==> config.mk <==
export PLATFORM = sky130hd
export DESIGN_NAME = sw_port_fwd
export DESIGN_NICKNAME = d
export VERILOG_FILES = /design/src/sw_port_pkg.sv /design/src/sw_port_fwd.sv /design/src/sw_fwd_fifo.sv
export SDC_FILE = /design/constraint.sdc
export NUM_CORES = 1
export LEC_CHECK = 0
export ABC_AREA = 1
export BUFFER_PORTS_ARGS = -buffer_cell sky130_fd_sc_hd__buf_4
export CAP_MARGIN = 25
export CORE_MARGIN = 5
export CORE_UTILIZATION = 60
export CTS_CLUSTER_DIAMETER = 120
export DETAILED_ROUTE_END_ITERATION = 6
export HOLD_SLACK_MARGIN = 0.1
export PLACE_DENSITY = 0.85
export SYNTH_ARGS = -nofsm -noshare
export SYNTH_HDL_FRONTEND = slang
export SYNTH_SLANG_ARGS = --single-unit
export TNS_END_PERCENT = 20
==> constraint.sdc <==
create_clock -name clk_i -period 5.6 [get_ports clk_i]
set_input_delay 0.28 -clock clk_i [delete_from_list [all_inputs] [get_ports clk_i]]
set_output_delay 0.28 -clock clk_i [all_outputs]
set_load 0.01 [all_outputs]
==> src/sw_port_pkg.sv <==
// package: offsets, fields, codes and carriers for the port forwarding block
package sw_port_pkg;

    // ==================================================================
    // register map (byte addresses)
    localparam logic [3:0] REG_GLOBAL = 4'h0;
    localparam logic [3:0] REG_PORT1 = 4'h4;
    localparam logic [3:0] REG_PORT2 = 4'h8;
    localparam logic [3:0] REG_STATUS = 4'hc;

    // ==================================================================
    // field positions
    localparam int GLB_TAIL_EN = 0;
    localparam int GLB_IGMP_EN = 1;
    localparam int PRT_TX_EN = 0;
    localparam int PRT_RX_EN = 1;
    localparam int PRT_LRN_DIS = 2;
    localparam int STS_P1_STATE = 0;
    localparam int STS_P2_STATE = 4;
    localparam int STS_DROPS = 16;

    // ==================================================================
    // reset values: user ports start in discarding, tagging and snoop on
    localparam logic [1:0] GLB_RESET = 2'h3;
    localparam logic [2:0] PRT_RESET = 3'h4;

    // ==================================================================
    // ports: destination mask bit per port, tag codes in bits 1:0
    localparam int NPORTS = 3;
    localparam int MASK_P1 = 0;
    localparam int MASK_P2 = 1;
    localparam int MASK_P3 = 2;
    localparam logic [1:0] PORT1 = 2'h1;
    localparam logic [1:0] PORT2 = 2'h2;
    localparam logic [1:0] PORT3 = 2'h3;
    localparam int TAG_PORT_LSB = 0;
    localparam int TAG_PRIO_LSB = 2;

    // ==================================================================
    // trap criteria and check sequence
    localparam logic [3:0] IGMP_IP_VER = 4'h4;
    localparam logic [7:0] IGMP_IP_PROTO = 8'h02;
    localparam logic [31:0] CRC_POLY = 32'hedb88320;
    localparam int FIFO_DEPTH = 4;

    // ==================================================================
    // state reported per user port
    typedef enum logic [2:0] {
        ST_DISCARD = 3'h0,
        ST_LEARNING = 3'h1,
        ST_FORWARDING = 3'h2,
        ST_ODD = 3'h3
    } stp_state_t;

    // per frame lookup result coming from parser and address tables
    typedef struct packed {
        logic [1:0] src_port;
        logic [7:0] tag;
        logic [1:0] prio;
        logic ip_frame;
        logic [3:0] ip_ver;
        logic [7:0] ip_proto;
        logic static_hit;
        logic static_ovr;
        logic [2:0] static_ports;
        logic dyn_hit;
        logic [2:0] dyn_ports;
        logic [31:0] crc_pre;
    } desc_t;

    // forwarding verdict
    typedef struct packed {
        logic [2:0] dest;
        logic learn;
        logic trapped;
        logic tag_add;
        logic tag_strip;
        logic [7:0] tag;
        logic [1:0] prio;
        logic [31:0] fcs;
    } fwd_t;

endpackage : sw_port_pkg

==> src/sw_port_fwd.sv <==
// port state gating, igmp trap, static trimming and tail tag handling
//
// Operation
// - port 3 is the processor; ports 1 and 2 take five states
// - disable state: no forwarding or receiving, no learning on the port
// - blocking: only override static frames reach the processor
// - discarding: port out of topology and learns no addresses
// - learning: learns addresses, passes only processor traffic
// - forwarding: normal forward and receive, addresses learned
// - processor sits on port 3 over mii; only port with tags
// - port 3 frames carry one tag byte before the four-byte fcs
// - tag bits 1:0 carry source or destination port
// - tag bits 3:2 carry priority; other tag bits unused
// - igmp frames are trapped to the processor port only
// - igmp: ip in ethernet or snap, version 4, protocol 2
// - static multicast entries send only to their listed ports
// - override flag lets matches bypass disabled tx or rx
`timescale 1ns/1ps
module sw_port_fwd #(
    parameter int FIFO_DEPTH = sw_port_pkg::FIFO_DEPTH,
    parameter int DROP_W = 16
) (
    // clock and reset
    input wire logic clk_i,
    input wire logic rst_i,
    // wishbone slave
    input wire logic wb_cyc_i,
    input wire logic wb_stb_i,
    input wire logic wb_we_i,
    input wire logic [3:0] wb_adr_i,
    input wire logic [3:0] wb_sel_i,
    input wire logic [31:0] wb_dat_i,
    output logic [31:0] wb_dat_o,
    output logic wb_ack_o,
    // lookup results in
    input wire logic desc_valid_i,
    output logic desc_ready_o,
    input wire sw_port_pkg::desc_t desc_i,
    // verdicts out
    output logic fwd_valid_o,
    input wire logic fwd_ready_i,
    output sw_port_pkg::fwd_t fwd_o
);

    // ==================================================================
    // configuration registers
    logic [1:0] glb_r;
    logic [2:0] prt_r [2];
    logic [DROP_W-1:0] drops_r;
    logic [DROP_W-1:0] drops_nxt;
    logic wb_req;
    logic wb_wr;

    // per user port control bits, index 0 is port 1
    function automatic logic tx_en(input logic [2:0] c);
        tx_en = c[sw_port_pkg::PRT_TX_EN];
    endfunction : tx_en

    function automatic logic rx_en(input logic [2:0] c);
        rx_en = c[sw_port_pkg::PRT_RX_EN];
    endfunction : rx_en

    function automatic logic lrn_dis(input logic [2:0] c);
        lrn_dis = c[sw_port_pkg::PRT_LRN_DIS];
    endfunction : lrn_dis

    // state shown to software; disable, blocking, listening look alike
    function automatic sw_port_pkg::stp_state_t decode_state(
        input logic [2:0] c);
        if (lrn_dis(c) && !rx_en(c) && !tx_en(c))
            decode_state = sw_port_pkg::ST_DISCARD;
        else if (!lrn_dis(c) && !rx_en(c) && !tx_en(c))
            decode_state = sw_port_pkg::ST_LEARNING;
        else if (!lrn_dis(c) && rx_en(c))
            decode_state = sw_port_pkg::ST_FORWARDING;
        else
            decode_state = sw_port_pkg::ST_ODD;
    endfunction : decode_state

    // byte update of the reflected ethernet crc
    function automatic logic [31:0] crc_byte(input logic [31:0] c,
                                             input logic [7:0] d);
        logic [31:0] r;
        r = c ^ {24'h000000, d};
        for (int i = 0; i < 8; i++)
            r = r[0] ? ((r >> 1) ^ sw_port_pkg::CRC_POLY) : (r >> 1);
        crc_byte = r;
    endfunction : crc_byte

    // ==================================================================
    // wishbone slave: one wait state, ack for one cycle
    assign wb_req = wb_cyc_i && wb_stb_i && !wb_ack_o;
    assign wb_wr = wb_req && wb_we_i && wb_sel_i[0];

    // ack pulse
    always_ff @(posedge clk_i)
    begin
        if (rst_i)
            wb_ack_o <= 1'b0;
        else
            wb_ack_o <= wb_req;
    end

    // writes; unmapped offsets and lanes other than 0 are ignored
    always_ff @(posedge clk_i)
    begin
        if (rst_i)
        begin
            glb_r <= sw_port_pkg::GLB_RESET;
            prt_r[0] <= sw_port_pkg::PRT_RESET;
            prt_r[1] <= sw_port_pkg::PRT_RESET;
        end
        else if (wb_wr)
        begin
            if (wb_adr_i == sw_port_pkg::REG_GLOBAL)
                glb_r <= wb_dat_i[1:0];
            else if (wb_adr_i == sw_port_pkg::REG_PORT1)
                prt_r[0] <= wb_dat_i[2:0];
            else if (wb_adr_i == sw_port_pkg::REG_PORT2)
                prt_r[1] <= wb_dat_i[2:0];
        end
    end

    // read data; unmapped offsets read zero
    always_ff @(posedge clk_i)
    begin
        if (rst_i)
            wb_dat_o <= '0;
        else if (wb_req && !wb_we_i)
        begin
            wb_dat_o <= '0;
            if (wb_adr_i == sw_port_pkg::REG_GLOBAL)
                wb_dat_o[1:0] <= glb_r;
            else if (wb_adr_i == sw_port_pkg::REG_PORT1)
                wb_dat_o[2:0] <= prt_r[0];
            else if (wb_adr_i == sw_port_pkg::REG_PORT2)
                wb_dat_o[2:0] <= prt_r[1];
            else if (wb_adr_i == sw_port_pkg::REG_STATUS)
            begin
                wb_dat_o[sw_port_pkg::STS_P1_STATE +: 3] <=
                    decode_state(prt_r[0]);
                wb_dat_o[sw_port_pkg::STS_P2_STATE +: 3] <=
                    decode_state(prt_r[1]);
                wb_dat_o[sw_port_pkg::STS_DROPS +: DROP_W] <= drops_r;
            end
        end
    end

    // ==================================================================
    // forwarding decision, purely combinational from the descriptor and the control registers
    logic tail_en;
    logic igmp_en;
    logic from_cpu;
    logic [0:0] sidx;
    logic [2:0] sctl;
    logic is_igmp;
    logic ovr;
    logic [2:0] dest;
    logic [2:0] src_bit;
    logic [7:0] tag_out;
    sw_port_pkg::fwd_t verdict;
    logic fifo_ready;
    logic push;

    assign tail_en = glb_r[sw_port_pkg::GLB_TAIL_EN];
    assign igmp_en = glb_r[sw_port_pkg::GLB_IGMP_EN];
    assign from_cpu = (desc_i.src_port == sw_port_pkg::PORT3);
    assign sidx = (desc_i.src_port == sw_port_pkg::PORT2) ? 1'b1 : 1'b0;
    assign sctl = prt_r[sidx];
    assign ovr = desc_i.static_hit && desc_i.static_ovr;
    // parser flags ip in both ethernet and snap framing
    assign is_igmp = igmp_en && desc_i.ip_frame
        && (desc_i.ip_ver == sw_port_pkg::IGMP_IP_VER)
        && (desc_i.ip_proto == sw_port_pkg::IGMP_IP_PROTO);

    // the verdict: lookup, then ingress gate, then egress gate
    always_comb
    begin
        src_bit = '0;
        src_bit[desc_i.src_port - 2'h1] = 1'b1;
        // address based destination
        if (from_cpu && tail_en &&
            (desc_i.tag[sw_port_pkg::TAG_PORT_LSB +: 2] != 2'h0))
        begin
            // tagged frame from the processor picks its ports
            dest = {1'b0, desc_i.tag[sw_port_pkg::TAG_PORT_LSB +: 2]};
        end
        else if (!from_cpu && is_igmp)
            dest = 3'h4;
        else if (desc_i.static_hit)
            dest = desc_i.static_ports;
        else if (desc_i.dyn_hit)
            dest = desc_i.dyn_ports;
        else
            dest = 3'h7;
        dest = dest & ~src_bit;
        // ingress gate on a user port
        if (!from_cpu && !rx_en(sctl) && !ovr)
        begin
            // learning state still passes frames to the processor
            if (lrn_dis(sctl))
                dest = 3'h0;
            else
                dest = dest & 3'h4;
        end
        else if (!from_cpu && !rx_en(sctl) && ovr)
            dest = dest & 3'h4;
        // egress gate on each user port
        for (int p = 0; p < 2; p++)
        begin
            if (dest[p] && !tx_en(prt_r[p]) && !ovr)
            begin
                // processor may reach ports that are not discarding
                if (!(from_cpu && !lrn_dis(prt_r[p])))
                    dest[p] = 1'b0;
            end
        end
        // tag toward the processor: source port and priority
        tag_out = '0;
        tag_out[sw_port_pkg::TAG_PORT_LSB +: 2] = desc_i.src_port;
        tag_out[sw_port_pkg::TAG_PRIO_LSB +: 2] = desc_i.prio;
        verdict.dest = dest;
        // learning off in disable, blocking, listening, discarding
        verdict.learn = from_cpu || !lrn_dis(sctl);
        verdict.trapped = !from_cpu && is_igmp && (dest != 3'h0);
        verdict.tag_add = tail_en && !from_cpu &&
            dest[sw_port_pkg::MASK_P3];
        verdict.tag_strip = tail_en && from_cpu;
        verdict.tag = verdict.tag_add ? tag_out : '0;
        verdict.prio = (from_cpu && tail_en) ?
            desc_i.tag[sw_port_pkg::TAG_PRIO_LSB +: 2] : desc_i.prio;
        // running crc stops before the tag; fold it in or leave it out
        if (verdict.tag_add)
            verdict.fcs = ~crc_byte(desc_i.crc_pre, tag_out);
        else
            verdict.fcs = ~desc_i.crc_pre;
    end

    // ==================================================================
    // verdict queue; a stalled sink fills it and stalls the source
    sw_port_pkg::fwd_t q_data;
    logic q_valid;
    logic q_pop;

    assign push = desc_valid_i && fifo_ready;

    sw_fwd_fifo #(
        .WIDTH($bits(sw_port_pkg::fwd_t)),
        .DEPTH(FIFO_DEPTH)
    ) u_fifo (
        .clk_i(clk_i),
        .rst_i(rst_i),
        .in_valid_i(desc_valid_i),
        .in_ready_o(fifo_ready),
        .in_data_i(verdict),
        .out_valid_o(q_valid),
        .out_ready_i(q_pop),
        .out_data_o(q_data)
    );

    // source ready mirrors the queue's registered not-full flag
    assign desc_ready_o = fifo_ready;

    // output register so every verdict port comes from a flop
    assign q_pop = q_valid && (!fwd_valid_o || fwd_ready_i);

    always_ff @(posedge clk_i)
    begin
        if (rst_i)
        begin
            fwd_valid_o <= 1'b0;
            fwd_o <= '0;
        end
        else if (!fwd_valid_o || fwd_ready_i)
        begin
            fwd_valid_o <= q_valid;
            if (q_valid)
                fwd_o <= q_data;
        end
    end

    // ==================================================================
    // count frames that end with no destination, saturating
    always_comb
    begin
        drops_nxt = drops_r;
        if (push && (verdict.dest == 3'h0) && (drops_r != '1))
            drops_nxt = drops_r + 1'b1;
    end

    always_ff @(posedge clk_i)
    begin
        if (rst_i)
            drops_r <= '0;
        else
            drops_r <= drops_nxt;
    end

endmodule : sw_port_fwd

==> src/sw_fwd_fifo.sv <==
// small synchronous fifo with valid and ready on both sides
`timescale 1ns/1ps
module sw_fwd_fifo #(
    parameter int WIDTH = 8,
    parameter int DEPTH = 4
) (
    // clock and reset
    input wire logic clk_i,
    input wire logic rst_i,
    // fill side
    input wire logic in_valid_i,
    output logic in_ready_o,
    input wire logic [WIDTH-1:0] in_data_i,
    // drain side
    output logic out_valid_o,
    input wire logic out_ready_i,
    output logic [WIDTH-1:0] out_data_o
);
    localparam int AW = (DEPTH > 1) ? $clog2(DEPTH) : 1;
    localparam int CW = $clog2(DEPTH + 1);

    logic [WIDTH-1:0] mem_r [DEPTH];
    logic [AW-1:0] wp_r;
    logic [AW-1:0] rp_r;
    logic [CW-1:0] cnt_r;
    logic push;
    logic pop;

    // ready is a flop so back-pressure does not ripple combinationally
    assign push = in_valid_i && in_ready_o;
    assign pop = out_valid_o && out_ready_i;
    assign out_data_o = mem_r[rp_r];

    // pointer wrap
    function automatic logic [AW-1:0] nxt(input logic [AW-1:0] p);
        nxt = (p == AW'(DEPTH - 1)) ? '0 : p + 1'b1;
    endfunction : nxt

    // storage
    always_ff @(posedge clk_i)
    begin
        if (push)
        begin
            mem_r[wp_r] <= in_data_i;
        end
    end

    // pointers, level and flags
    always_ff @(posedge clk_i)
    begin
        if (rst_i)
        begin
            wp_r <= '0;
            rp_r <= '0;
            cnt_r <= '0;
            in_ready_o <= 1'b1;
            out_valid_o <= 1'b0;
        end
        else
        begin
            if (push)
                wp_r <= nxt(wp_r);
            if (pop)
                rp_r <= nxt(rp_r);
            if (push && !pop)
            begin
                cnt_r <= cnt_r + 1'b1;
                in_ready_o <= (cnt_r != CW'(DEPTH - 1));
                out_valid_o <= 1'b1;
            end
            else if (pop && !push)
            begin
                cnt_r <= cnt_r - 1'b1;
                in_ready_o <= 1'b1;
                out_valid_o <= (cnt_r != CW'(1));
            end
        end
    end

endmodule : sw_fwd_fifo

==> After elaboration in Yosys (flattened, before gate mapping) <==
Memories as Yosys holds them, arrays and structs flattened. A register that Yosys moved wholly into a read port is not among the register bits.
Index checks and enable logic that the tools add are counted.
{ "totals": {"register_bits": 59, "ram_bits": 186, "input_bits": 113, "n_memories": 2} }
{ "classes": {"n_addsub": 6, "magnitude_cmp": 2, "n_eq_ne": 12, "mux": 69, "bitwise_logic": 15, "n_reduce_logical": 66} }
{ "mem_list": {"columns": ["memory", "words", "width", "rd", "rd_clocked_by_memory_dff", "write_ports", "line_no", "source"], "rows": [
  ["u_fifo.mem_r", 4, 45, 1, 1, 1, "sw_fwd_fifo.sv:22", "logic [WIDTH-1:0] mem_r [DEPTH];"],
  ["prt_r", 2, 3, 3, 0, 2, "sw_port_fwd.sv:48", "logic [2:0] prt_r [2];"]
]} }
{ "ops": {"columns": ["cell", "n"], "rows": [
  ["$mux W32", 9],
  ["$not A13 Y14", 8],
  ["$mux W16", 4],
  ["$not A32 Y32", 2],
  ["$mux W3", 18],
  ["$logic_and A1 B1 Y1", 42],
  ["$xor A32 B4 Y32", 1],
  ["$mux W1", 28],
  ["$add A16 B1 Y16 const B", 1],
  ["$mux W2", 8],
  ["$ne A16 B16 Y1 const B", 1],
  ["$logic_not A1 Y1", 15],
  ["$eq A2 B2 Y1 const B", 4],
  ["$eq A4 B3 Y1 const B", 2],
  ["$eq A4 B4 Y1 const B", 2],
  ["$eq A8 B2 Y1 const B", 1],
  ["$add A2 B1 Y2 const B", 2],
  ["$logic_not A4 Y1", 1],
  ["$mux W4", 1],
  ["$reduce_and A2 Y1", 2],
  ["$reduce_bool A2 Y1", 2],
  ["$add A3 B1 Y3 const B", 1],
  ["$and A3 B3 Y3", 1],
  ["$logic_not A3 Y1", 1],
  ["other kinds (11)", 13]
]} }

==> Depth between registers and ports, before layout <==
Gate-level depths: netlist of the first run.
{ "logic_depth": {"word_depth": 19, "ltp_mapped": 14, "ltp_nobuf": 14} }

==> By module <==
From an unflattened synthesis of the first run, not the netlist that was laid out.
{ "unflattened": {"hier_cells": 1331, "hier_area_um2": 13279.0} }
{ "by_module_without_submodules": {"columns": ["module", "instances", "cells_per_inst", "area_per_inst_um2", "seq_area_each_um2"], "rows": [
  ["sw_fwd_fifo", 1, 553, 7852.5, 6105.9],
  ["sw_port_fwd", 1, 778, 5426.5, 1981.9]
]} }

==> Worst setup path after synthesis of the first run <==
OpenSTA, ideal clock, no wires.
{ "synth_timing": {"kind": "register to register", "startpoint": "register u_fifo.in_ready_o", "endpoint": "memory u_fifo.mem_r[0][0] (netlist name) (enable)", "t_arrival_ps": 2481, "required_ps": 5152, "slack_ps": 2671, "path_stages_with_launch": 3, "cell_sequence": "dfxtp_1 nand2_1 nor2_1"} }
{ "synth_between": {"elab_chain_len": 3} }
{ "synth_rtl": {"columns": ["element", "line_no", "source"], "rows": [
  ["from (decl)", "sw_fwd_fifo.sv:12", "output logic in_ready_o,"],
  ["from (signal assigned)", "sw_fwd_fifo.sv:68", "in_ready_o <= (cnt_r != CW'(DEPTH - 1));"],
  ["$logic_and A1 B1 Y1", "sw_fwd_fifo.sv:30", "assign push = in_valid_i && in_ready_o;"],
  ["$mux W1", "sw_fwd_fifo.sv:42", "if (push)"],
  ["$mux W1 (not written as such)", "sw_fwd_fifo.sv:44", "mem_r[wp_r] <= in_data_i;"],
  ["to (decl)", "sw_fwd_fifo.sv:22", null]
]} }
Every way passes these cells.

==> Final worst setup path of the first run <==
{ "layout_timing": {"startpoint": "register u_fifo.in_ready_o", "endpoint": "register u_fifo.cnt_r[2]"} }
{ "layout_between": {"elab_chain_len": 4, "word_cells_on_any_way": 6, "cone_classes": "1 x mux; 5 x reduce/logical"} }
{ "layout_rtl": {"columns": ["element", "line_no", "source"], "rows": [
  ["$logic_and A1 B1 Y1 (*)", "sw_fwd_fifo.sv:30", null],
  ["$logic_not A1 Y1", "sw_fwd_fifo.sv:71", "else if (pop && !push)"],
  ["$logic_and A1 B1 Y1", "sw_fwd_fifo.sv:71", null],
  ["$reduce_bool A2 Y1 (no line)", null, null],
  ["to (signal assigned)", "sw_fwd_fifo.sv:67", "cnt_r <= cnt_r + 1'b1;"],
  ["to (signal assigned)", "sw_fwd_fifo.sv:73", "cnt_r <= cnt_r - 1'b1;"],
  ["to (decl)", "sw_fwd_fifo.sv:25", "logic [CW-1:0] cnt_r;"]
]} }
Mark *: on every way between the ends. The rest lies on a longest branch, timed or not.
A chain may end at the register's enable or synchronous reset.

==> results of run 1 <==
power by group:
group,switching [W],internal [W],leakage (nW)
combinational,0.00107,0.000635,2.94
clock,0.000743,0.00104,0.435
sequential,0.000219,0.00262,2.50
total,0.00203,0.00430,5.87
Yosys cell counts (17+ instances only):
cell type                  count  area [um2]
sky130_fd_sc_hd__a21oi_1      47         235
sky130_fd_sc_hd__o221ai_1     46         403
sky130_fd_sc_hd__dfxtp_1      95        1900
sky130_fd_sc_hd__inv_1       101         379
sky130_fd_sc_hd__nand2_1     147         552
sky130_fd_sc_hd__o21ai_0     135         676
sky130_fd_sc_hd__edfxtp_1    186        5590
sky130_fd_sc_hd__clkbuf_1     37         139
sky130_fd_sc_hd__xnor2_1      20         175
sky130_fd_sc_hd__mux2i_1      45         450
sky130_fd_sc_hd__buf_4        17         128
sky130_fd_sc_hd__nand4_1      17         106
sky130_fd_sc_hd__xor2_1       61         534
sky130_fd_sc_hd__nor2_1      136         510
repair_timing:
item | in CTS | in global routing
hold buffers | 5 | 0
buffers inserted | 0 | 0
hold endpoints to repair | 8 | 0
worst max path at each step:
stage / endpoint / depth (start not counted) / from / slack [ps]
finish: u_fifo.cnt_r[2]$_SDFFE_PP0P_ / 7 / u_fifo.in_ready_o$_SDFFE_PP1P_ / 2940
detailed placement: u_fifo.cnt_r[2]$_SDFFE_PP0P_ / 8 / desc_valid_i / 2920
global placement: wb_dat_o[5]$_SDFFE_PP0P_ / 9 / wb_cyc_i / 2980
global route: u_fifo.cnt_r[2]$_SDFFE_PP0P_ / 7 / u_fifo.in_ready_o$_SDFFE_PP1P_ / 2780
CTS: u_fifo.cnt_r[2]$_SDFFE_PP0P_ / 7 / u_fifo.in_ready_o$_SDFFE_PP1P_ / 2930
floorplan: u_fifo.mem_r[0][0]$_DFFE_PP_ / 2 / u_fifo.in_ready_o$_SDFFE_PP1P_ / 2670
through the flow:
stage	total power, W	cells	worst slack [ps]	cell area (um2)
final	0.00633	1615	2940	14700
after global routing	0.00664	1615	2780	14700
after CTS	0.00635	1615	2930	14700
after detailed placement	0.00457	1558	2920	13700
after global placement	0.00448	1557	2980	13700
after floorplan	0.00392	1205	2670	12500
worst register-to-register path, stage by stage (launching register included):
cell	delay [ps]
sky130_fd_sc_hd__dfxtp_1	350
sky130_fd_sc_hd__nand2_1	460
sky130_fd_sc_hd__clkinv_1	690
sky130_fd_sc_hd__ha_1	640
sky130_fd_sc_hd__inv_1	110
sky130_fd_sc_hd__o21ai_0	100
sky130_fd_sc_hd__nor2_1	70
sky130_fd_sc_hd__a211oi_1	170
area by class of cell:
| cell class | instances | area, um2 | area share [%] |
|---|---|---|---|
| inverter | 109 | 409 | 2.79 |
| sequential | 281 | 7490 | 51.1 |
| clock inverter | 12 | 76.3 | 0.520 |
| clock buffer | 40 | 807 | 5.50 |
| tap | 270 | 338 | 2.30 |
| multi-input combinational | 743 | 4330 | 29.5 |
| timing repair buffer | 160 | 1220 | 8.30 |
per-layer routing:
| metal | part of all wire [%] | GRT usage (%) |
|---|---|---|
| met5 | 0 | 0 |
| met1 | 38 | 30.2 |
| met2 | 51 | 41.7 |
| met4 | 3.3 | 9.34 |
| met3 | 7.2 | 3.41 |
flip-flops by register name, indices dropped and copies added, names as in the netlist:
name                count
u_fifo.mem_r          180
fwd_o                  45
wb_dat_o               21
drops_r                16
prt_r                   6
u_fifo.cnt_r            3
glb_r                   2
u_fifo.rp_r             2
u_fifo.wp_r             2
fwd_valid_o             1
u_fifo.in_ready_o       1
u_fifo.out_valid_o      1
wb_ack_o                1
kinds of logic after synthesis:
family | after synthesis | synth area share [%]
compound gates | 244 | 11.5
fa+ha+maj | 11 | 1.10
xor+xnor | 83 | 5.94
flops | 281 | 60.0
simple gates | 345 | 11.8
mux | 45 | 3.61
buf+inv | 181 | 6.05
other cells | 1 | 0.0300
==> results.txt, run 1 <==
Status = completed
Register-to-register setup slack = 2940 ps
Worst Path Required = 6050 ps
Number of nets with antenna violations after detailed routing = 0
Final hold violation count = 0
CP startpoint kind = register
Slew of the pin with the lowest slew margin = 1010 ps
Overall routed net length = 29.3 mm
Horizontal die dimension = 154 um
Number of antenna violations at the first check in global routing = 0
Clock tree root buffer cell = sky130_fd_sc_hd__clkbuf_16
Pwr per Cell Area = 431 nW/um2
Number of detailed-route iterations in the first pass = 7
RSZ-0062 raised after global routing = false
Leakage = 5.87 nW
Initial cell density of the core = 61.3%
Sum of negative setup slack = 0 ps
Max-slew headroom = 32.9%
Number of maximum-capacitance violations = 0
Post-DR wirelength/cell = 18.2 um
Average instance area after synthesis = 10.5 um2
Seq cells post-synth = 281
Utilization of the core after routing = 72.0%
Via/cell ratio = 5.70
Fraction of the cycle the final worst path needs = 47.6%
Clk pin slew, worst setup/hold paths = 60 ps
Largest clock skew in the final design = 11.0 ps
Total of buffers placed on input and output ports = 145
Die height = 154 um
Start-to-end type of the worst setup path = register to register
Tmin final = 2660 ps
Largest net degree at the start of global routing = 73
Number of instances resized during post-cts repair = 0
Count of flip-flops with a built-in enable after synthesis = 186
Core area = 20400 um2
Number of warnings printed during yosys synthesis = 0
Count of final max-slew check failures = 0
Maximum fanout along the worst path = 18
Count of buffer and inverter cells on the critical path = 2
Global-route congestion overflow total = 0
Total track usage = 23.9%
End of the worst hold path = wb_ack_o$_SDFF_PP0_
Layout overhead on the synthesized area = 17.5%
Critical path data arrival time = 3110 ps
Synth async-reset ratio = 0%
Number of levels in the clock H-tree = 1
Number of fillers in the final layout = 1370
Placement Rows = 52
Total number of nets in the final design = 1447
Maximum clock frequency = 375 MHz
Path category of the worst min-delay check = input pin to register
Source-to-sink clock delay at the later pin of the worst-skew pair = 540 ps
I/O pins = 197
Cell with the biggest individual delay on the critical path = sky130_fd_sc_hd__clkinv_1
Initial DRC count = 618
Clock Sinks = 281
Number of buffers created by CTS = 28
Distinct cells, synth = 44
Sequential element share of the synthesized area = 60.0%
Cell chain of the critical path = nand2_1, clkinv_1, ha_1, inv_1, o21ai_0, nor2_1, a211oi_1
Netlist area before placement = 12500 um2
Reg2Reg Capture Point = u_fifo.cnt_r[2]$_SDFFE_PP0P_
Largest voltage drop on the vdd net = 265 uV
Top_reg_cell synth = sky130_fd_sc_hd__edfxtp_1
Diode insertion count for antenna repair = 0
Via Count = 9198
Most frequent standard cell in the layout excluding fill and tap cells = sky130_fd_sc_hd__edfxtp_1
Beginning of the worst hold path = wb_stb_i
Category of cells accounting for the largest share of critical-path delay = buffers and inverters
Final estimated routing congestion in global placement = 0.860
Area enclosed by the die boundary = 23800 um2
Fin Hold WS = 118 ps
Sum of net half-perimeters after detailed placement = 18.6 mm
Number of instances in the synthesized netlist = 1191
Finish-stage setup viols = 0
Register-to-Register Path Depth = 7
Largest stage delay, worst path = 680 ps
Deepest clock path buffer count = 3
Crit. End Element = register
Most frequent cells in the layout = 186 x sky130_fd_sc_hd__edfxtp_1, 154 x sky130_fd_sc_hd__buf_4, 147 x sky130_fd_sc_hd__nand2_1
Post-detailed-route DRC marker count = 0
Number of cells traversed by the worst hold path = 5
CTS tree = done
Global-route wire length before repair = 46.3 mm
Via count of the first global-routing pass = 9218
Fraction of layout cells with a size suffix above 1 = 17.5%
Origin of the critical flop-to-flop path = u_fifo.in_ready_o$_SDFFE_PP1P_
Power figures use the tool's default switching activity.
==> run 2: changes to the inputs <==
- ABC_AREA: 1 -> 0
- CORE_UTILIZATION: 60 -> 56
- PLACE_DENSITY: 0.85 -> 0.8
- clock period: 5.6 -> 2.5 ns (I/O delays scaled with it)
==> results.txt, run 2 <==
Via count of the first global-routing pass = 8083
Cell with the biggest individual delay on the critical path = sky130_fd_sc_hd__or4b_4
Fin Hold WS = 121 ps
Crit. End Element = register
Fraction of power consumed by combinational cells = 20.7%
Number of buffers created by CTS = 28
Max-slew headroom = 52.2%
Largest net degree at the start of global routing = 62
Finish-stage setup viols = 0
Worst Path Required = 2970 ps
Core area = 20900 um2
Placement Rows = 53
Utilization of the core after routing = 71.1%
Global-route met2 utilization = 39.7%
Largest stage delay, worst path = 580 ps
Horizontal die dimension = 155 um
Global-route congestion overflow total = 0
Die height = 155 um
Final hold violation count = 0
Status = completed
Total of buffers placed on input and output ports = 145
Number of maximum-capacitance violations = 0
Category of cells accounting for the largest share of critical-path delay = simple AND/OR/NAND/NOR gates
I/O pins = 197
Startpoint of the most critical setup path = prt_r[0][1]$_DFFE_PP_
Top cell type by total area after synthesis = sky130_fd_sc_hd__edfxtp_1
Critical path data arrival time = 2860 ps
Source-to-sink clock delay at the later pin of the worst-skew pair = 540 ps
Number of instances in the synthesized netlist = 921
Initial DRC count = 791
Origin of the critical flop-to-flop path = prt_r[0][1]$_DFFE_PP_
Most frequently used cell type in the post-synthesis netlist = sky130_fd_sc_hd__edfxtp_1
Area enclosed by the die boundary = 24100 um2
Synth top area share = 47.2%
Clock tree root buffer cell = sky130_fd_sc_hd__clkbuf_16
Leakage = 5.43 nW
Largest voltage drop on the vdd net = 604 uV
Number of warnings printed during yosys synthesis = 0
Largest registers = u_fifo.mem_r: 180 flops, fwd_o: 45 flops, wb_dat_o: 21 flops
Dominant cells by area after synthesis = sky130_fd_sc_hd__edfxtp_1 47%, sky130_fd_sc_hd__dfxtp_1 16%, sky130_fd_sc_hd__mux4_2 8.8%, sky130_fd_sc_hd__a21oi_1 4.4%, sky130_fd_sc_hd__nand2_1 3.6%
Count of flip-flops with a built-in enable after synthesis = 186
Most frequent cells in the layout = 186 x sky130_fd_sc_hd__edfxtp_1, 174 x sky130_fd_sc_hd__buf_4, 112 x sky130_fd_sc_hd__nand2_1
Sequential element share of the synthesized area = 63.3%
Average instance area after synthesis = 12.8 um2
Tmin final = 2390 ps
Number of antenna violations at the first check in global routing = 1
Count of buffer and inverter cells on the critical path = 1
Synth async-reset ratio = 0%
Clk pin slew, worst setup/hold paths = 60 ps
Path category of the worst min-delay check = input pin to register
Final estimated routing congestion in global placement = 0.842
Count of final max-slew check failures = 0
Number of detailed-route iterations in the first pass = 5
Clock power frac = 33.1%
Internal power contribution = 0.00885 W
CP startpoint kind = register
Pwr per Cell Area = 816 nW/um2
CTS tree = done
Global-route wire length before repair = 44.1 mm
Largest clock skew in the final design = 12.9 ps
Slew of the pin with the lowest slew margin = 711 ps
Number of levels in the clock H-tree = 1
Most heavily used metal layer in global routing = met2
Cell chain of the critical path = nand2b_1, o311a_1, or4b_4, buf_12, or4_1, a21oi_1
Overall routed net length = 28.5 mm
Post-DR wirelength/cell = 20.0 um
Most frequent standard cell in the layout excluding fill and tap cells = sky130_fd_sc_hd__edfxtp_1
Sum of net half-perimeters after detailed placement = 17.4 mm
Number of nets with antenna violations after detailed routing = 0
Post-detailed-route DRC marker count = 0
Via/cell ratio = 5.70
Clock Sinks = 281
Met3 track utilization from global routing = 3.31%
Net Sw Power = 0.00328 W
Distinct cells, synth = 49
Maximum clock frequency = 418 MHz
Largest register FFs = 180
Sw Ratio = 27.0%
Total number of nets in the final design = 1255
Fraction of layout cells with a size suffix above 1 = 25.8%
GR Layer Usage met1 = 31.4%
Via Count = 8140
Fraction of the cycle the final worst path needs = 95.8%
Total track usage = 23.1%
Deepest clock path buffer count = 3
Netlist area before placement = 11800 um2
Top_reg_cell synth = sky130_fd_sc_hd__edfxtp_1
Part of the total power dissipated in sequential elements = 46.2%
Layout overhead on the synthesized area = 25.6%
Start-to-end type of the worst setup path = register to register
Initial cell density of the core = 56.6%
Most frequent cells after synthesis = 186 x sky130_fd_sc_hd__edfxtp_1, 114 x sky130_fd_sc_hd__nand2_1, 103 x sky130_fd_sc_hd__a21oi_1
Beginning of the worst hold path = wb_adr_i[2]
Largest register by flop count = u_fifo.mem_r
Seq cells post-synth = 281
Maximum fanout along the worst path = 26
[run 2: path summary, 6_finish.rpt]
kind | endpoint | cells past startpoint | slack, ps
worst max-delay path | drops_r[10]$_SDFFE_PP0P_ | 6 | 110
worst min-delay path | prt_r[0][2]$_DFFE_PP_ | 4 | 120
worst max register to register | drops_r[10]$_SDFFE_PP0P_ | 6 | 110
worst min register to register | fwd_o[27]$_SDFFE_PP0P_ | 2 | 450
[run 2: layout make-up]
class	instances	area, um2
flip-flops and latches	281	7490
fillers	1351	6030
multi-input cells	565	4030
repair buffers	236	2020
clock buffers	41	826
well taps	275	344
clock inverters	11	73.8
inverters	19	71.3
diodes	1	2.50
[run 2: power by group through the flow]
stage	Sequential (W)	Combinational [W]	Clock, W
floorplan	0.00568	0.00151	0
global placement	0.00567	0.00232	0
detailed placement	0.00569	0.00239	0
CTS	0.00560	0.00249	0.00407
global route	0.00563	0.00272	0.00428
finish	0.00560	0.00251	0.00402
[run 2: cells by family after synthesis]
group / share of synthesized area [%]
AO/OA/AOI/OAI: 7.27
XOR/XNOR: 5.26
adder cells (fa/ha/maj): 1.16
buffers and inverters: 3.45
flip-flops: 63.3
multiplexers: 9.72
other: 0.0317
AND/OR/NAND/NOR: 9.81
[run 2: per-stage QoR]
step	cell area, um2	setup TNS [ps]	total power [W]	instances	worst slack, ps
floorplan	11900	0	0.00719	935	104
global placement	13400	0	0.00799	1323	54.0
detailed placement	13400	-133	0.00807	1323	-56.1
CTS	14800	0	0.0122	1428	0.425
global route	14900	-2.70	0.0126	1429	-2.59
finish	14900	0	0.0121	1429	105
[run 2: repair_timing]
| item | CTS | global route |
|---|---|---|
| hold buffers | 53 | 0 |
| gates resized for setup | 1 | 12 |
| pin swaps | 1 | 2 |
| setup buffers | 0 | 0 |
| endpoints found under the hold margin | 193 | 0 |
| endpoints found under the setup margin | 7 | 26 |
[run 2: tightest hold or removal path, delay by kind of cell]
family	cells	cell delay [ps]
simple gates	2	150
buf+inv	1	140
xor+xnor	1	120
[run 2: layer usage]
metal  part of all wire (%)  wire (um)
met1                     40      11400
met4                    1.7        489
met5                      0          0
met3                    7.9       2260
met2                     50      14400
==> run 3: changes to the inputs <==
- CORE_MARGIN: 5 -> 2
- CORE_UTILIZATION: 56 -> 51
- PLACE_DENSITY: 0.8 -> 0.77
- clock period: 2.5 -> 2 ns (I/O delays scaled with it)
==> results.txt, run 3 (synthesis gave the netlist of run 2 again) <==
Core area = 22700 um2
Clock tree root buffer cell = sky130_fd_sc_hd__clkbuf_16
Largest voltage drop on the vdd net = 846 uV
Final estimated routing congestion in global placement = 0.837
Final hold violation count = 0
Clk pin slew, worst setup/hold paths = 60 ps
RSZ-0062 raised after global routing = true
Number of antenna violations at the first check in global routing = 1
Post-detailed-route DRC marker count = 0
Tmin final = 2400 ps
CP startpoint kind = register
Fraction of layout cells with a size suffix above 1 = 34.9%
Maximum fanout along the worst path = 6
Area of placed instances = 13800 um2
Total track usage = 24.3%
Start-to-end type of the worst setup path = register to register
Worst Path Required = 2450 ps
Overall routed net length = 30.9 mm
Maximum clock frequency = 417 MHz
Largest clock skew in the final design = 29.1 ps
Die height = 156 um
Via Count = 8571
Source-to-sink clock delay at the later pin of the worst-skew pair = 550 ps
Pwr per Cell Area = 1010 nW/um2
Power after layout = 0.0160 W
Total non-filler cell area in the finished layout = 15900 um2
Largest registers = u_fifo.mem_r: 180 flops, fwd_o: 45 flops, wb_dat_o: 21 flops
Slew of the pin with the lowest slew margin = 601 ps
I/O pins = 197
Failing checks = negative setup slack
Sum of net half-perimeters after detailed placement = 17.8 mm
Register-to-Register Path Depth = 8
Layout overhead on the synthesized area = 34.6%
Register-to-register setup slack = -400 ps
Count of final max-slew check failures = 0
Via/cell ratio = 5.70
Beginning of the worst hold path = desc_i[64]
Number of cells traversed by the worst hold path = 3
Crit. End Element = register
Most frequent standard cell in the layout excluding fill and tap cells = sky130_fd_sc_hd__buf_4
Leakage = 5.84 nW
Largest register by flop count = u_fifo.mem_r
Fin Hold WS = 133 ps
Total number of nets in the final design = 1320
Number of detailed-route iterations in the first pass = 5
Reg2Reg Capture Point = drops_r[15]$_SDFFE_PP0P_
Global-route congestion overflow total = 0
Cells after DPL = 1389
Total of buffers placed on input and output ports = 145
Post-DR wirelength/cell = 20.6 um
End of the worst hold path = u_fifo.mem_r[3][34]$_DFFE_PP_
Fraction of the cycle the final worst path needs = 120%
Initial cell density of the core = 52.1%
Origin of the critical flop-to-flop path = glb_r[1]$_SDFFE_PP1P_
Largest register FFs = 180
Clock Sinks = 281
Deepest clock path buffer count = 3
Largest net degree at the start of global routing = 49
Finish-stage setup viols = 148
Via count of the first global-routing pass = 8549
Sum of negative setup slack = -29870 ps
Number of buffers created by CTS = 28
Path category of the worst min-delay check = input pin to register
CTS tree = done
Final non-filler cell total = 1504
Global-route wire length before repair = 46.3 mm
Max-slew headroom = 60.0%
Number of levels in the clock H-tree = 1
Status = finished, violations left
Critical path data arrival time = 2850 ps
Placement Rows = 55
Worst Setup Slack, final = -396 ps
Most frequent cells in the layout = 229 x sky130_fd_sc_hd__buf_4, 186 x sky130_fd_sc_hd__edfxtp_1, 112 x sky130_fd_sc_hd__nand2_1
Number of maximum-capacitance violations = 0
Area enclosed by the die boundary = 24400 um2
Horizontal die dimension = 156 um
Initial DRC count = 662
Number of nets with antenna violations after detailed routing = 0
run 3: worst max-delay path by stage:
stage | from | endpoint | cells past startpoint
2_1_floorplan | glb_r[1]$_SDFFE_PP1P_ | drops_r[11]$_SDFFE_PP0P_ | 9
3_3_place_gp | desc_i[50] | drops_r[8]$_SDFFE_PP0P_ | 9
3_5_place_dp | desc_i[50] | drops_r[13]$_SDFFE_PP0P_ | 9
4_1_cts | glb_r[1]$_SDFFE_PP1P_ | drops_r[8]$_SDFFE_PP0P_ | 8
5_1_grt | glb_r[1]$_SDFFE_PP1P_ | drops_r[15]$_SDFFE_PP0P_ | 8
6_report | glb_r[1]$_SDFFE_PP1P_ | drops_r[15]$_SDFFE_PP0P_ | 8
run 3: power by group:
part           leakage [nW]  internal [W]  switching [W]
Clock                 0.457       0.00320        0.00219
Combinational          2.89       0.00168        0.00199
Sequential             2.49       0.00674       0.000204
run 3: timing repair:
item / in CTS / in global routing
resized for setup: 51 / 69
gates cloned: 5 / 3
pin swaps: 11 / 16
setup endpoints to repair: 140 / 148
hold buffers: 50 / 0
hold endpoints to repair: 170 / 0
buffers inserted: 3 / 4
run 3: metal layers:
layer,share of wire [%],track usage (%),up-vias
li1,-,-,3870
met1,39,31.7,4240
met2,52,42.7,400
met3,6.8,4.02,61
met4,2.1,6.12,0
met5,0,0,-
run 3: worst max-delay path, cell delays in order, from the launching register on:
cell                      delay, ps
sky130_fd_sc_hd__dfxtp_2        320
sky130_fd_sc_hd__nor4b_4        190
sky130_fd_sc_hd__nand2_2        110
sky130_fd_sc_hd__o211a_1        240
sky130_fd_sc_hd__o22a_1         220
sky130_fd_sc_hd__or4b_4         530
sky130_fd_sc_hd__buf_2          180
sky130_fd_sc_hd__or3_1          350
sky130_fd_sc_hd__a21oi_1        170
run 3: layout make-up:
cell class,instances,area (um2)
sequential,281,7490
multi-input combinational,565,4440
inverter,19,71.3
fill,1434,6790
antenna,1,2.50
timing repair buffer,301,2610
clock inverter,16,189
clock buffer,36,761
tap,285,357
run 3: stage by stage:
stage                     setup WS, ps  utilization (%)
after floorplan                   -328                -
after global placement            -442             60.8
after detailed placement          -528             60.8
after CTS                         -380             68.6
after global routing              -459             70.1
final                             -396             70.1
